<file path="config.mk">
export PLATFORM = sky130hd
export DESIGN_NAME = pa_loop_control_regs
export DESIGN_NICKNAME = d
export VERILOG_FILES = /design/src/pkg/pa_loop_pkg.sv /design/src/hdl/pin_sync.sv /design/src/hdl/spi_reg_port.sv /design/src/hdl/pa_loop_control_regs.sv
export SDC_FILE = /design/constraint.sdc
export NUM_CORES = 1
export LEC_CHECK = 0
export BUFFER_PORTS_ARGS = -buffer_cell sky130_fd_sc_hd__buf_4
export CAP_MARGIN = 10
export CORE_MARGIN = 10
export CORE_UTILIZATION = 59
export DETAILED_ROUTE_END_ITERATION = 8
export GPL_TIMING_DRIVEN = 0
export PLACE_DENSITY = 0.79
export SLEW_MARGIN = 20
export SYNTH_ARGS = -nofsm -noshare
export SYNTH_HDL_FRONTEND = slang
export SYNTH_SLANG_ARGS = --single-unit
</file>
<file path="constraint.sdc">
create_clock -name clk_i -period 6.3 [get_ports clk_i]
set_clock_uncertainty 0.15 [all_clocks]
set_input_delay 0.315 -clock clk_i [delete_from_list [all_inputs] [get_ports clk_i]]
set_output_delay 0.315 -clock clk_i [all_outputs]
set_load 0.02 [all_outputs]
</file>
<file path="src/pkg/pa_loop_pkg.sv">
/*
  Shared constants and types for the power-amplifier loop configuration block.
  Assumes a 50 MHz system clock and a serial register port with 16-bit registers.
*/
// What this block does
// - Each of bits 11 to 0 of the background enable register turns on background conversion of one monitored quantity.
// - Bits 11 to 8 of the loop control register turn on the soft integrator limit of channels 3 to 0.
// - Bits 3 to 0 of the loop control register turn on the closed current loop of channels 3 to 0.
// - Bit 9 of the amplifier control register drives the amplifier power output on or off, off at reset.
// - With bit 8 set, its reset value, a supply alarm or the first alert output turns the output off.
// - With bit 5 set, its reset value, the output snoozes after the second sleep pin acts.
// - With bit 4 set, its reset value, the output snoozes after the first sleep pin acts.
// - With bit 1 set the second sleep pin controls the output; clear at reset.
// - With bit 0 set the first sleep pin controls the output; clear at reset.
// - Four consecutive ramp time registers hold a 7-bit ramp code in bits 6 to 0.
// - A ramp code of zero, the reset value, disables ramping.
// - Ramp codes 1 to 16 all give the minimum ramp time of 4 ms.
// - Bit 15 of the fast-ramp register enables fast ramp of loop 3 and is set at reset.
// - Bits 14 to 12 select the loop 3 integrator time constant, code 3 at reset, code 0 not applicable.
package pa_loop_pkg;

    localparam int CLK_MHZ = 50;
    localparam logic [6:0] ADDR_BG = 7'h23;
    localparam logic [6:0] ADDR_LOOP = 7'h28;
    localparam logic [6:0] ADDR_PA = 7'h29;
    localparam logic [6:0] ADDR_RAMP0 = 7'h2A;
    localparam logic [6:0] ADDR_RAMP3 = 7'h2D;
    localparam logic [6:0] ADDR_FRTC = 7'h2E;
    localparam logic [15:0] MASK_BG = 16'h0FFF;
    localparam logic [15:0] MASK_LOOP = 16'h0F0F;
    localparam logic [15:0] MASK_PA = 16'h0333;
    localparam logic [15:0] MASK_RAMP = 16'h007F;
    localparam logic [15:0] MASK_FRTC = 16'hF000;
    localparam logic [15:0] RST_BG = 16'h0000;
    localparam logic [15:0] RST_LOOP = 16'h0000;
    localparam logic [15:0] RST_PA = 16'h0130;
    localparam logic [15:0] RST_RAMP = 16'h0000;
    localparam logic [15:0] RST_FRTC = 16'hB000;
    localparam int PA_EN_BIT = 9;
    localparam int PA_TRIG_BIT = 8;
    localparam int PA_SNZ_B_BIT = 5;
    localparam int PA_SNZ_A_BIT = 4;
    localparam int PA_SLP_B_BIT = 1;
    localparam int PA_SLP_A_BIT = 0;
    localparam int LIMIT_LSB = 8;
    localparam int LOOP_LSB = 0;
    localparam int FR3_BIT = 15;
    localparam int TC3_LSB = 12;
    localparam logic [2:0] TC_NOT_APPLICABLE = 3'h0;
    localparam int RAMP_MIN_US = 4000;
    localparam int RAMP_STEP_US = 250;
    localparam logic [6:0] RAMP_MIN_CODE = 7'(RAMP_MIN_US / RAMP_STEP_US);
    localparam int RAMP_STEP_CYCLES = RAMP_STEP_US * CLK_MHZ;
    localparam logic [4:0] CMD_LAST = 5'h07;
    localparam logic [4:0] DATA_LAST = 5'h0F;
    localparam int READ_BIT = 7;

    typedef struct packed {
        logic wr;
        logic rd;
        logic [6:0] addr;
        logic [15:0] wdata;
    } reg_req_t;

    typedef struct packed {
        logic sclk;
        logic cs_n;
        logic mosi;
    } spi_pins_t;

    typedef enum logic [1:0] {
        SPI_IDLE = 2'b00,
        SPI_CMD = 2'b01,
        SPI_DATA = 2'b11
    } spi_state_t;

    function automatic logic [6:0] ramp_quarters(input logic [6:0] code);
        if (code == 7'h00) begin
            ramp_quarters = 7'h00;
        end else if (code <= RAMP_MIN_CODE) begin
            ramp_quarters = RAMP_MIN_CODE;
        end else begin
            ramp_quarters = code;
        end
    endfunction

endpackage

</file>
<file path="src/hdl/pin_sync.sv">
/*
  Two-stage synchroniser for a group of asynchronous pin levels.
  Assumes the inputs are levels that stay stable for several clock cycles.
*/
`timescale 1ns/100ps
`default_nettype none
module pin_sync #(
    parameter int W = 1,
    parameter logic [W-1:0] RST_VAL = '0
) (
    input wire logic clk_i,
    input wire logic rst_i,
    input wire logic [W-1:0] d_i,
    output logic [W-1:0] q_o
);
    logic [W-1:0] meta_q;

    always_ff @(posedge clk_i) begin
        if (rst_i) begin
            meta_q <= RST_VAL;
            q_o <= RST_VAL;
        end else begin
            meta_q <= d_i;
            q_o <= meta_q;
        end
    end
endmodule
`default_nettype wire

</file>
<file path="src/hdl/spi_reg_port.sv">
/*
  Serial register port: an 8-bit command (read flag and 7-bit address) then 16 data bits, MSB first.
  Assumes the serial clock idles low and runs at most one eighth of the system clock.
*/
`timescale 1ns/100ps
`default_nettype none
module spi_reg_port (
    input wire logic clk_i,
    input wire logic rst_i,
    input wire logic sclk_i,
    input wire logic cs_n_i,
    input wire logic mosi_i,
    input wire logic [15:0] rdata_i,
    output var pa_loop_pkg::reg_req_t req_o,
    output logic miso_o,
    output logic miso_oe_o
);
    pa_loop_pkg::spi_pins_t pins_s;
    pa_loop_pkg::spi_state_t state_q;
    logic sclk_q;
    logic [4:0] cnt_q;
    logic [15:0] shift_q;
    logic [15:0] tx_q;
    logic read_q;

    // Chip select resets to its idle (deselected) level so no false frame follows reset.
    pin_sync #(.W(3), .RST_VAL(3'h2)) u_sync (
        .clk_i(clk_i),
        .rst_i(rst_i),
        .d_i({sclk_i, cs_n_i, mosi_i}),
        .q_o(pins_s)
    );

    // --------------------------------------------------------------
    // Edge detection and frame sequencing.
    // --------------------------------------------------------------
    always_ff @(posedge clk_i) begin
        if (rst_i) begin
            sclk_q <= 1'b0;
        end else begin
            sclk_q <= pins_s.sclk;
        end
    end

    always_ff @(posedge clk_i) begin
        if (rst_i) begin
            state_q <= pa_loop_pkg::SPI_IDLE;
            cnt_q <= 5'h00;
            shift_q <= 16'h0000;
            tx_q <= 16'h0000;
            read_q <= 1'b0;
            req_o <= '0;
            miso_o <= 1'b0;
            miso_oe_o <= 1'b0;
        end else begin
            req_o.wr <= 1'b0;
            req_o.rd <= 1'b0;
            if (req_o.rd) begin
                tx_q <= rdata_i;
            end
            if (pins_s.cs_n) begin
                state_q <= pa_loop_pkg::SPI_IDLE;
                cnt_q <= 5'h00;
                miso_oe_o <= 1'b0;
                miso_o <= 1'b0;
            end else begin
                unique case (state_q)
                    pa_loop_pkg::SPI_IDLE: begin
                        state_q <= pa_loop_pkg::SPI_CMD;
                        miso_oe_o <= 1'b1;
                    end
                    pa_loop_pkg::SPI_CMD: begin
                        if (pins_s.sclk && !sclk_q) begin
                            shift_q <= {shift_q[14:0], pins_s.mosi};
                            cnt_q <= cnt_q + 5'h01;
                            if (cnt_q == pa_loop_pkg::CMD_LAST) begin
                                state_q <= pa_loop_pkg::SPI_DATA;
                                cnt_q <= 5'h00;
                                read_q <= shift_q[pa_loop_pkg::READ_BIT - 1];
                                req_o.addr <= {shift_q[5:0], pins_s.mosi};
                                req_o.rd <= shift_q[pa_loop_pkg::READ_BIT - 1];
                            end
                        end
                    end
                    pa_loop_pkg::SPI_DATA: begin
                        if (pins_s.sclk && !sclk_q) begin
                            shift_q <= {shift_q[14:0], pins_s.mosi};
                            if (cnt_q <= pa_loop_pkg::DATA_LAST) begin
                                cnt_q <= cnt_q + 5'h01;
                            end
                            if (cnt_q == pa_loop_pkg::DATA_LAST && !read_q) begin
                                req_o.wr <= 1'b1;
                                req_o.wdata <= {shift_q[14:0], pins_s.mosi};
                            end
                        end
                        if (!pins_s.sclk && sclk_q && !req_o.rd) begin
                            miso_o <= tx_q[15];
                            tx_q <= {tx_q[14:0], 1'b0};
                        end
                    end
                    default: begin
                        state_q <= pa_loop_pkg::SPI_IDLE;
                    end
                endcase
            end
        end
    end
endmodule
`default_nettype wire

</file>
<file path="src/hdl/pa_loop_control_regs.sv">
/*
  Loop configuration registers of a four-channel amplifier current controller and the
  amplifier power output control. Assumes alarm and alert inputs come from logic on clk_i
  and that the sleep pins and the serial port pins are asynchronous.
*/
`timescale 1ns/100ps
`default_nettype none
module pa_loop_control_regs #(
    parameter int STEP_CYCLES = pa_loop_pkg::RAMP_STEP_CYCLES
) (
    input wire logic clk_i,
    input wire logic rst_i,
    input wire logic sclk_i,
    input wire logic cs_n_i,
    input wire logic mosi_i,
    output logic miso_o,
    output logic miso_oe_o,
    input wire logic sleep_pin_a_i,
    input wire logic sleep_pin_b_i,
    input wire logic supply_alarm_i,
    input wire logic alert_out_a_i,
    output logic [11:0] monitor_en_o,
    output logic [3:0] soft_limit_en_o,
    output logic [3:0] loop_en_o,
    output logic loop3_fast_ramp_en_o,
    output logic [2:0] loop3_integrator_tc_o,
    output logic [3:0][6:0] ramp_quarters_o,
    output logic ramp_step_tick_o,
    output logic amp_power_output_o
);
    pa_loop_pkg::reg_req_t req;
    logic [15:0] rdata;
    logic [1:0] sleep_s;
    logic [15:0] bg_q;
    logic [15:0] loop_q;
    logic [15:0] pa_q;
    logic [3:0][15:0] ramp_q;
    logic [15:0] frtc_q;
    logic tripped_q;
    logic snooze_a_q;
    logic snooze_b_q;
    logic pin_a_off;
    logic pin_b_off;
    logic alarm_evt;
    logic pa_wr;
    logic [15:0] tick_cnt_q;

    function automatic logic is_ramp(input logic [6:0] addr);
        is_ramp = (addr >= pa_loop_pkg::ADDR_RAMP0) && (addr <= pa_loop_pkg::ADDR_RAMP3);
    endfunction

    function automatic logic [1:0] ramp_idx(input logic [6:0] addr);
        logic [6:0] diff;
        diff = addr - pa_loop_pkg::ADDR_RAMP0;
        ramp_idx = diff[1:0];
    endfunction

    // --------------------------------------------------------------
    // Serial port and pin synchronisers.
    // --------------------------------------------------------------
    spi_reg_port u_port (
        .clk_i(clk_i),
        .rst_i(rst_i),
        .sclk_i(sclk_i),
        .cs_n_i(cs_n_i),
        .mosi_i(mosi_i),
        .rdata_i(rdata),
        .req_o(req),
        .miso_o(miso_o),
        .miso_oe_o(miso_oe_o)
    );

    pin_sync #(.W(2)) u_sleep_sync (
        .clk_i(clk_i),
        .rst_i(rst_i),
        .d_i({sleep_pin_b_i, sleep_pin_a_i}),
        .q_o(sleep_s)
    );

    // --------------------------------------------------------------
    // Register writes.
    // --------------------------------------------------------------
    always_ff @(posedge clk_i) begin
        if (rst_i) begin
            bg_q <= pa_loop_pkg::RST_BG;
        end else if (req.wr && req.addr == pa_loop_pkg::ADDR_BG) begin
            bg_q <= req.wdata & pa_loop_pkg::MASK_BG;
        end
    end

    always_ff @(posedge clk_i) begin
        if (rst_i) begin
            loop_q <= pa_loop_pkg::RST_LOOP;
        end else if (req.wr && req.addr == pa_loop_pkg::ADDR_LOOP) begin
            loop_q <= req.wdata & pa_loop_pkg::MASK_LOOP;
        end
    end

    assign pa_wr = req.wr && req.addr == pa_loop_pkg::ADDR_PA;

    always_ff @(posedge clk_i) begin
        if (rst_i) begin
            pa_q <= pa_loop_pkg::RST_PA;
        end else if (pa_wr) begin
            pa_q <= req.wdata & pa_loop_pkg::MASK_PA;
        end
    end

    always_ff @(posedge clk_i) begin
        if (rst_i) begin
            ramp_q <= {4{pa_loop_pkg::RST_RAMP}};
        end else if (req.wr && is_ramp(req.addr)) begin
            ramp_q[ramp_idx(req.addr)] <= req.wdata & pa_loop_pkg::MASK_RAMP;
        end
    end

    always_ff @(posedge clk_i) begin
        if (rst_i) begin
            frtc_q <= pa_loop_pkg::RST_FRTC;
        end else if (req.wr && req.addr == pa_loop_pkg::ADDR_FRTC) begin
            frtc_q <= req.wdata & pa_loop_pkg::MASK_FRTC;
        end
    end

    // --------------------------------------------------------------
    // Register reads.
    // --------------------------------------------------------------
    always_comb begin
        rdata = 16'h0000;
        if (req.addr == pa_loop_pkg::ADDR_BG) begin
            rdata = bg_q;
        end else if (req.addr == pa_loop_pkg::ADDR_LOOP) begin
            rdata = loop_q;
        end else if (req.addr == pa_loop_pkg::ADDR_PA) begin
            rdata = pa_q;
        end else if (is_ramp(req.addr)) begin
            rdata = ramp_q[ramp_idx(req.addr)];
        end else if (req.addr == pa_loop_pkg::ADDR_FRTC) begin
            rdata = frtc_q;
        end
    end

    // --------------------------------------------------------------
    // Configuration outputs.
    // --------------------------------------------------------------
    assign monitor_en_o = bg_q[11:0];
    assign soft_limit_en_o = loop_q[pa_loop_pkg::LIMIT_LSB +: 4];
    assign loop_en_o = loop_q[pa_loop_pkg::LOOP_LSB +: 4];
    assign loop3_fast_ramp_en_o = frtc_q[pa_loop_pkg::FR3_BIT];
    assign loop3_integrator_tc_o = frtc_q[pa_loop_pkg::TC3_LSB +: 3];

    always_ff @(posedge clk_i) begin
        if (rst_i) begin
            ramp_quarters_o <= '0;
        end else begin
            for (int i = 0; i < 4; i++) begin
                ramp_quarters_o[i] <= pa_loop_pkg::ramp_quarters(ramp_q[i][6:0]);
            end
        end
    end

    always_ff @(posedge clk_i) begin
        if (rst_i) begin
            tick_cnt_q <= 16'h0000;
            ramp_step_tick_o <= 1'b0;
        end else if (tick_cnt_q == 16'(STEP_CYCLES - 1)) begin
            tick_cnt_q <= 16'h0000;
            ramp_step_tick_o <= 1'b1;
        end else begin
            tick_cnt_q <= tick_cnt_q + 16'h0001;
            ramp_step_tick_o <= 1'b0;
        end
    end

    // --------------------------------------------------------------
    // Amplifier power output control.
    // --------------------------------------------------------------
    assign alarm_evt = pa_q[pa_loop_pkg::PA_TRIG_BIT] && (supply_alarm_i || alert_out_a_i);
    assign pin_a_off = pa_q[pa_loop_pkg::PA_SLP_A_BIT] && sleep_s[0];
    assign pin_b_off = pa_q[pa_loop_pkg::PA_SLP_B_BIT] && sleep_s[1];

    always_ff @(posedge clk_i) begin
        if (rst_i) begin
            tripped_q <= 1'b0;
        end else if (alarm_evt) begin
            tripped_q <= 1'b1;
        end else if (pa_wr) begin
            tripped_q <= 1'b0;
        end
    end

    always_ff @(posedge clk_i) begin
        if (rst_i) begin
            snooze_a_q <= 1'b0;
        end else if (pin_a_off && pa_q[pa_loop_pkg::PA_SNZ_A_BIT]) begin
            snooze_a_q <= 1'b1;
        end else if (pa_wr) begin
            snooze_a_q <= 1'b0;
        end
    end

    always_ff @(posedge clk_i) begin
        if (rst_i) begin
            snooze_b_q <= 1'b0;
        end else if (pin_b_off && pa_q[pa_loop_pkg::PA_SNZ_B_BIT]) begin
            snooze_b_q <= 1'b1;
        end else if (pa_wr) begin
            snooze_b_q <= 1'b0;
        end
    end

    always_ff @(posedge clk_i) begin
        if (rst_i) begin
            amp_power_output_o <= 1'b0;
        end else begin
            amp_power_output_o <= pa_q[pa_loop_pkg::PA_EN_BIT] && !alarm_evt && !tripped_q
                && !pin_a_off && !pin_b_off && !snooze_a_q && !snooze_b_q;
        end
    end
endmodule
`default_nettype wire

</file>
Yosys cells after proc, flatten, opt, wreduce, memory -nomap -nowiden
Cells that the tools add are included.

Flip-flop bits (word level): 220. Bits of input ports: 9. Output and inout bits: 56. Word-level logic and storage cells: 161.

Add/subtract/negate cells: 3. Order comparisons: 9. Equality and inequality tests: 13. Muxes and demuxes: 32. Bitwise logic cells: 5. Reduce and logical (&&, ||, !) cells: 61.

Operators with widths (number): $mux 16 (11); $bwmux 64 (1); $mux 5 (8); $bmux 16 s2 (1); $demux 16 s2 (1); $eq 7x6->1 const B (4); $le 7x5->1 const B (4); $logic_not 7->1 (4); $logic_and 1x1->1 (22); $add 16x1->16 const B (1); $eq 16x14->1 const B (1); $reduce_or 2->1 (7); $reduce_and 4->1 (3); $reduce_or 3->1 (4); $logic_not 1->1 (10); $pmux 5 s2 (1); $ne 2x1->1 const B (4); $reduce_bool 2->1 (4); $ge 7x6->1 const B (1); $le 7x6->1 const B (1); $mux 1 (6); $pmux 2 s3 (1); $reduce_and 3->1 (2); $add 5x1->5 const B (1); 15 further kinds (20).

Longest topological paths before layout
Gate-level depths: netlist of the first run.

Depth after elaboration: 11. Gate-level depth with buffers: 8. Gate-level depth less buffers: 7.

By module
A second synthesis of the first run with hierarchy kept.

Cell total of the unflattened synthesis: 748. Area, all modules: 7343.3 um^2.

By module, submodules not included: pa_loop_control_regs (instances 1, cells an instance 445, area each 4334.2 um^2, seq. area each 2142.1 um^2); spi_reg_port (instances 1, cells an instance 283, area each 2746.4 um^2, seq. area each 1341.3 um^2); pin_sync at u_port.u_sync (instances 1, cells an instance 12, area each 157.7 um^2, seq. area each 120.1 um^2); pin_sync at u_sleep_sync (instances 1, cells an instance 8, area each 105.1 um^2, seq. area each 80.1 um^2).

Worst setup path after synthesis of the first run
OpenSTA, ideal clock, no wires.

Kind: register to register. From: reg u_port.cnt_q[0]. To: reg u_port.req_o[10] (netlist name). Setup time: 0.128 ns. Arrival: 1.714 ns. Required time: 6.022 ns. Slack: 4.308 ns. Cell stages (with the launch flop): 9. Path buffers: 1. Clock period less this slack: 1.992 ns. Cell sequence: dfxtp_1 > ha_1 > and3_1 > ha_1 > nand2_1 > nor3_4 > buf_4 > mux2i_1 > nor2_1.

Word-level cells in the longest chain between the ends: 3.

Ends and longest elaborated chain: from (decl) (line spi_reg_port.sv:21) `logic [4:0] cnt_q;`; from (signal assigned) (line spi_reg_port.sv:75) `cnt_q <= cnt_q + 5'h01;`; from (signal assigned) (line spi_reg_port.sv:89) `cnt_q <= cnt_q + 5'h01;`; $eq 5x4->1 (line spi_reg_port.sv:91) `if (cnt_q == pa_loop_pkg::DATA_LAST && !read_q) begin`; $logic_and 1x1->1 (line spi_reg_port.sv:91); $reduce_and 4->1 (no source line); to (decl) (line spi_reg_port.sv:14) `output var pa_loop_pkg::reg_req_t req_o,`.

No other way between the ends. A chain may end at the register's enable or synchronous reset.

Worst setup path in the final report of the first run
From: reg u_port.cnt_q[0]. To: reg u_port.req_o[8] (netlist name).

The elaborated chain is that of the path after synthesis.

==> impl_results.md, run 1 <==
- Outcome: finished, final reports clean
- Ys async rst share: 0
- Setup Buffers After CTS: 0
- I/O Buffers: 64
- Largest net degree at the start of global routing: 18
- Pwr dens: between 200 and 300 nW/um^2
- Setup TNS: 0 ns
- Final period util: 0.402
- Worst Path Buf+Inv: 1
- Via/cell ratio: 5.97
- Max Cap Viol: 0
- Initial DRT Pass Iterations: 6
- Share of layout cells above drive strength 1: 0.155
- Initial antenna violation count: 0
- Main combinational cell family by area after synthesis: simple AND/OR/NAND/NOR gates
- First-pass GRT wire length: between 30,000 and 40,000 um
- Layout Utilization: 0.719
- Total GRT Usage: 0.228
- Post-Syn Area per Cell: 9.49 sq um
- Worst hold slack: 0.0724 ns
- Cts hold-fix bufs: 5
- Worst-Margin Slew: around 1.1 ns
- I/O pins: 65
- Vias in the first global route: just over 6,000
- Top FF cell, synth: dfxtp_1
- Worst path cell trace: ha_1 -> and3_1 -> ha_1 -> nand2_1 -> nor3_4 -> buf_4 -> mux2i_1 -> nor2_1
- Area of the mapped netlist: between 7000 and 8000 sq um
- # diodes: 0
- Dpl cell area: roughly 8000 sq um
- DPL Wire Length: roughly 14,000 um
- Vias: 6,213
- Slowest CP cell: dfxtp_1
- Die width: roughly 130 um
- DIE HEIGHT: about 130 um
- Final hold vios: 0
- Min-Delay Path Class: in -> reg
- Worst VDD drop: 212 uV
- Crit Path Category: reg -> reg
- Post-synthesis adder-cell area fraction: 0.00513
- Delay-heaviest family, CP: simple AND/OR/NAND/NOR gates
- RePlAce Congestion: 0.902
- Final setup vio count: 0
- Xor/xnor cell area share of the yosys netlist: 0.0192
- Fin. max-slew vios: 0
- RSZ-0062 raised after global routing: false
- Hold Path Stages: 3
- Clk Tree Root Cell: clkbuf_16
- Final wirelength: 20,000 um
- Static Leak: around 3.5 nW
- Area Overhead vs Synth: 18.5%
- Crit path capture type: flip-flop
- H-tree depth: 4
- Most common cell after layout, fill and taps aside: dfxtp_1
- Number of fill cells: about 890
- DIE AREA: 17,300 sq um
- CP max FO: 10
- Area of the core: around 12,000 sq um
- CP peak stage delay: 0.42 ns
- Synth Area in Compound Gates: 0.102
- Placed cells: 1,003
- TritonCTS Buffers: 17
- Clock latency on the worst-skew pair: around 0.44 ns
- Worst EP required: around 6.5 ns
- Mux cell area share after synthesis: 0.105
- Clk buf depth: 2
- Crit path depth: 8
- Critical Path Most Common Cell: ha_1
- Post_cts resized: 0
- RR Endpoint: u_port.req_o[8]
- Iter 0 DRT Violations: around 550
- Nets: between 800 and 900
- Synthesized net count: ~780
- Sequential share of the synthesized area: 0.504
- Layout Cells excl Fill: 1,040
- Cell count after synthesis: roughly 770
- Critical Path AT: 2.68 ns
- Fin area: 8670 sq um
- Post-place setup slack: ~3.8 ns
- CTS Sinks: approximately 180
- Synth Warn #: 0
- Slew headroom: 0.265
- GR Overflow Total: 0
- Hold Path Origin: supply_alarm_i
- Critical R2R Launch: u_port.cnt_q[0]
- Post-synth EDFFs: 0
- Worst hold endpoint: tripped_q
- PnR worst setup slack: 3.77 ns
- FF-to-FF setup slack: about 3.8 ns
- Post-Synth Simple-Gate Area: 0.232
- Yosys reg bits: approximately 180
- Initial core utilization: 0.606
- Row cnt: 40
- Yosys cell types: 64
- Peak Freq: about 390 MHz
- ANT nets after route: 0
- Reg2Reg Depth: 8
- Final min period: approximately 2.5 ns
- Tot Pwr: 2.32 mW
- Clk pin slew, worst setup/hold paths: ~0.070 ns
- Most frequent cells in the layout: dfxtp_1 (184), nor2_1 (109), nand2_1 (72)
- CTS tree: built
- CP Launch Type: flip-flop
- WL/cell: ~19 um
- # DRC: 0
## per-layer routing
metal  GRT usage  routed length [um]
met1       0.285                8310
met2       0.374                9770
met3      0.0549                1500
met4      0.0859                 414
met5           0                   0
## worst register-to-register path, stage by stage (launching register included)
cell and delay [ns]:
dfxtp_1 0.42, ha_1 0.23, and3_1 0.18, ha_1 0.16
nand2_1 0.16, nor3_4 0.42, buf_4 0.32, mux2i_1 0.28
nor2_1 0.07
## state kept, by name, indices dropped and copies added, names as in the netlist, 2 cells and up
name                  count
pa_q                      6
u_port.u_sync.meta_q      3
tick_cnt_q               16
bg_q                     12
u_port.state_q            2
ramp_quarters_o          28
u_sleep_sync.meta_q       2
u_port.req_o             25
ramp_q                   28
loop_q                    8
frtc_q                    4
u_sleep_sync.q_o          2
u_port.u_sync.q_o         3
u_port.cnt_q              5
u_port.shift_q           15
u_port.tx_q              16
## cell families after synthesis
kind of cell,after synthesis
AO/OA/AOI/OAI,106
XOR/XNOR,16
adder cells (fa/ha/maj),3
buffers and inverters,55
flip-flops,184
multiplexers,71
AND/OR/NAND/NOR,336
## power by group
group,switching (mW),internal [mW]
Combinational,0.0281,0.0124
Sequential,0.00401,1.17
Clock,0.473,0.632
Total,0.505,1.81
## cell usage after synthesis (all sizes together), types with 2 or more instances
| cell type | n | area (sq um) |
|---|---|---|
| a221o | 4 | 40.0 |
| xor2 | 4 | 35.0 |
| nand4 | 10 | 87.6 |
| a22o | 2 | 17.5 |
| o211ai | 4 | 30.0 |
| mux2 | 3 | 33.8 |
| nand3 | 41 | 205 |
| nand3b | 2 | 15.0 |
| xnor2 | 12 | 105 |
| a32oi | 2 | 17.5 |
| mux4 | 4 | 90.1 |
| buf | 16 | 100 |
| o31ai | 2 | 15.0 |
| or4 | 4 | 30.0 |
| o21ai | 6 | 30.0 |
| and3 | 3 | 18.8 |
| nor3 | 17 | 101 |
| clkbuf | 29 | 109 |
| o2111a | 2 | 22.5 |
| nand2b | 5 | 31.3 |
| ha | 3 | 37.5 |
| nor2b | 25 | 156 |
| o31a | 2 | 17.5 |
| nor4b | 3 | 26.3 |
| or2 | 4 | 25.0 |
| a21oi | 49 | 245 |
| a211oi | 2 | 15.0 |
| and3b | 2 | 17.5 |
| a221oi | 9 | 91.3 |
| a31oi | 5 | 31.3 |
| nor3b | 3 | 22.5 |
| nor4 | 6 | 37.5 |
| o41ai | 3 | 48.8 |
| a311oi | 6 | 52.6 |
| nor4bb | 2 | 20.0 |
| dfxtp | 184 | 3680 |
| nand2 | 72 | 270 |
| nand4bb | 2 | 22.5 |
| nor2 | 110 | 429 |
| and2 | 18 | 113 |
| inv | 10 | 37.5 |
| a2111oi | 2 | 17.5 |
| mux2i | 64 | 641 |
## area by class of cell
| class | instances | area (sq um) | share of cell area |
|---|---|---|---|
| clock buffer | 17 | 425 | 0.0491 |
| multi-input combinational | 532 | 3380 | 0.390 |
| sequential | 184 | 3680 | 0.425 |
| timing repair buffer | 69 | 531 | 0.0612 |
| clock inverter | 15 | 189 | 0.0218 |
| tap | 168 | 210 | 0.0242 |
| inverter | 10 | 37.5 | 0.00433 |
| buffer | 45 | 209 | 0.0241 |
## worst max path at each step
stage                           startpoint               end  slack, ns
after global placement     u_port.cnt_q[0]  u_port.req_o[15]       4.00
after floorplan            u_port.cnt_q[0]  u_port.req_o[10]       4.31
after CTS                  u_port.cnt_q[0]   u_port.req_o[8]       3.83
after global routing       u_port.cnt_q[0]   u_port.req_o[8]       3.74
final                      u_port.cnt_q[0]   u_port.req_o[8]       3.77
after detailed placement  u_port.req_o[17]    u_port.tx_q[4]       3.83
No activity file was read; power rests on OpenSTA's default activity.
==> inputs of run 2 (changes only) <==
Settings changed: ABC_AREA from default to 1.
Clock period 6.3 ns to 2.35 ns, I/O delays scaled along.
==> impl_results.md, run 2 <==
- TritonCTS Buffers: 17 (unchanged)
- Largest net degree at the start of global routing: 17 (-1)
- Final wirelength: 19,000 um (-5.2%)
- Vias in the first global route: 6,223 (+2.9%)
- Final hold vios: 0 (unchanged)
- Yosys cell types: 38 (-41%)
- Initial DRT Pass Iterations: 6 (unchanged)
- WL/cell: 14.6 um (-24%)
- Crit Path Category: reg -> reg
- # DRC: 0 (unchanged)
- Sequential share of the synthesized area: 0.494 (-0.00930)
- Leading cell type by number of instances after synthesis: nand2_1
- Synthesized net count: 1,036 (+32%)
- # diodes: 0 (unchanged)
- Row cnt: 40 (unchanged)
- Total GRT Usage: 0.210 (-0.0182)
- Area contributors post-synth: dfxtp_1 (49%), nand2_1 (12%), nor2_1 (8.7%)
- Initial core utilization: 0.610 (+0.00381)
- Cell count after synthesis: 1,024 (+33%)
- Setup TNS: 0 ns (unchanged)
- Worst Setup SP: u_port.cnt_q[0]
- Hold Path Stages: 2 (-1)
- GR Overflow Total: 0 (unchanged)
- First-pass GRT wire length: 30,600 um (-4.9%)
- RSZ-0062 raised after global routing: false
- Final setup vio count: 0 (unchanged)
- DIE AREA: 17,500 sq um (+1.6%)
- Clk buf depth: 2 (unchanged)
- Pwr dens: 685 nW/um^2 (+160%)
- Share of layout cells above drive strength 1: 0.125 (-0.0297)
- CP max FO: 10 (unchanged)
- Iter 0 DRT Violations: 512 (-6.7%)
- Critical Path AT: 2.29 ns (-0.39 ns)
- Post-Syn Area per Cell: 7.28 sq um (-23%)
- Multi-input logic area: 3140 sq um (-7.2%)
- Via/cell ratio: 5.29 (-11%)
- CP Launch Type: flip-flop
- Vias: 6,852 (+10%)
- Most frequent cells in the layout: nand2_1 (234), dfxtp_1 (184), nor2_1 (173)
- Yosys reg bits: 184 (unchanged)
- Final period util: 0.911 (+0.509)
- Post-synth top area share: 0.494 (-0.00930)
- Clk pin slew, worst setup/hold paths: 0.07 ns (about the same)
- H-tree depth: 4 (unchanged)
- Initial antenna violation count: 0 (unchanged)
- Synth cell count leaders: nand2_1 (234), dfxtp_1 (184), nor2_1 (173)
- Max Cap Viol: 0 (unchanged)
- Clock latency on the worst-skew pair: 0.44 ns (about the same)
- Worst hold slack: 0.252 ns (+0.180 ns)
- Top FF cell, synth: dfxtp_1
- DPL Wire Length: 13,500 um (-5.3%)
- Slew headroom: 0.403 (+0.138)
- Worst VDD drop: 629 uV (+200%)
- Fin. max-slew vios: 0 (unchanged)
- Crit path capture type: flip-flop
- Clk Tree Root Cell: clkbuf_16
- Nets: 1,127 (+29%)
- Critical R2R Launch: u_port.cnt_q[0]
- Number of fill cells: 1,037 (+16%)
- CTS tree: built
- Die width: 132 um (+0.79%)
- DIE HEIGHT: 132 um (+0.79%)
- Ys async rst share: 0 (unchanged)
- Worst EP required: 2.50 ns (-3.95 ns)
- Reg2Reg Depth: 10 (+2)
- I/O pins: 65 (unchanged)
- Area Overhead vs Synth: 18.0%
- Static Leak: 3.63 nW (+4.4%)
- Sequential cell area: 3680 sq um (unchanged)
- ANT nets after route: 0 (unchanged)
- Area of the mapped netlist: 7450 sq um (+1.9%)
- Area of the core: 12,200 sq um (+1.2%)
- Synth Warn #: 0 (unchanged)
- Peak Freq: 467 MHz (+18%)
- Hold Path Origin: u_port.u_sync.meta_q[0]
- Final min period: 2.14 ns (-0.391 ns)
- Min-Delay Path Class: reg -> reg
- Biggest regs: ramp_q (28), ramp_quarters_o (28), u_port.req_o (25)
- Worst-Margin Slew: 0.887 ns (-0.187 ns)
- Most common cell after layout, fill and taps aside: nand2_1
- CTS Sinks: 184 (unchanged)
- Post-synth EDFFs: 0 (unchanged)
- I/O Buffers: 64 (unchanged)
- Outcome: finished, final reports clean
- Yosys top cell by area: dfxtp_1
- RePlAce Congestion: 0.889 (-1.4%)
-- run 2: cell count changes after synthesis, sizes merged, moves of 6 or more --
cell    previous run  this run
nor2             110       187
and2              18         1
nand3             41        34
nor2b             25         0
inv               10       111
nand2             72       236
xnor2             12         1
o21ai              6        87
clkbuf            29        20
mux2i             64         0
a221oi             9         0
a311oi             6         0
a21oi             49        80
-- run 2: kinds of logic after synthesis --
logic type                 synth area share
buffers and inverters                0.0843
AOI/OAI and AO/OA                     0.125
xor gates and xnor gates            0.00705
adders and majority gates           0.00504
and+or+nand+nor                       0.284
DFF                                   0.494
-- run 2: routing by layer --
layer / global-route usage / share of wire / vias up
met5: 0 / 0 / -
met4: 0.0764 / 0.021 / 0
met3: 0.0534 / 0.085 / 35
met2: 0.345 / 0.47 / 280
met1: 0.259 / 0.43 / 3108
li1: - / - / 3429
-- run 2: layout make-up --
class | count | share of cell area
flip-flops and latches | 184 | 0.419
plain buffers | 40 | 0.0239
multi-input cells | 688 | 0.357
repair buffers | 72 | 0.0637
clock inverters | 12 | 0.0134
clock buffers | 19 | 0.0515
well taps | 168 | 0.0239
inverters | 112 | 0.0478
-- run 2: per-stage QoR --
stage | total power [mW] | std cells | cell area (sq um) | worst slack, ns | util
detailed placement | 3.34 | 1256 | 8140 | 0.206 | 0.667
global route | 6.19 | 1295 | 8800 | 0.0170 | 0.720
global placement | 3.34 | 1256 | 8140 | 0.237 | 0.667
finish | 6.03 | 1295 | 8800 | 0.208 | 0.720
CTS | 6.04 | 1295 | 8790 | 0.175 | 0.720
floorplan | 3.29 | 1024 | 7450 | 0.561 | -
-- run 2: where the power goes --
group	switching [mW]	internal, mW
Combinational	0.0923	0.0504
Clock	1.22	1.52
Sequential	0.00741	3.13
-- run 2: repair_timing --
item | CTS | global route
hold endpoints to repair | 13 | 0
gates resized for setup | 0 | 5
buffers inserted | 0 | 0
setup endpoints to repair | 0 | 3
hold buffers | 8 | 0
-- run 2: worst max-delay path, stage by stage, from the launching register on --
cell	delay [ns]
dfxtp_1	0.36
ha_1	0.17
nand2_1	0.09
nor2_1	0.10
ha_1	0.14
inv_1	0.05
nor3_1	0.16
nand3_1	0.23
clkbuf_2	0.25
o21ai_0	0.21
a21oi_1	0.09
-- run 2: path summary, 6_finish.rpt --
check	endpoint	slack, ns
setup reg to reg	u_port.req_o[4]	0.21
hold / removal	u_port.u_sync.q_o[0]	0.25
hold reg to reg	u_port.u_sync.q_o[0]	0.25
setup / recovery	u_port.req_o[4]	0.21
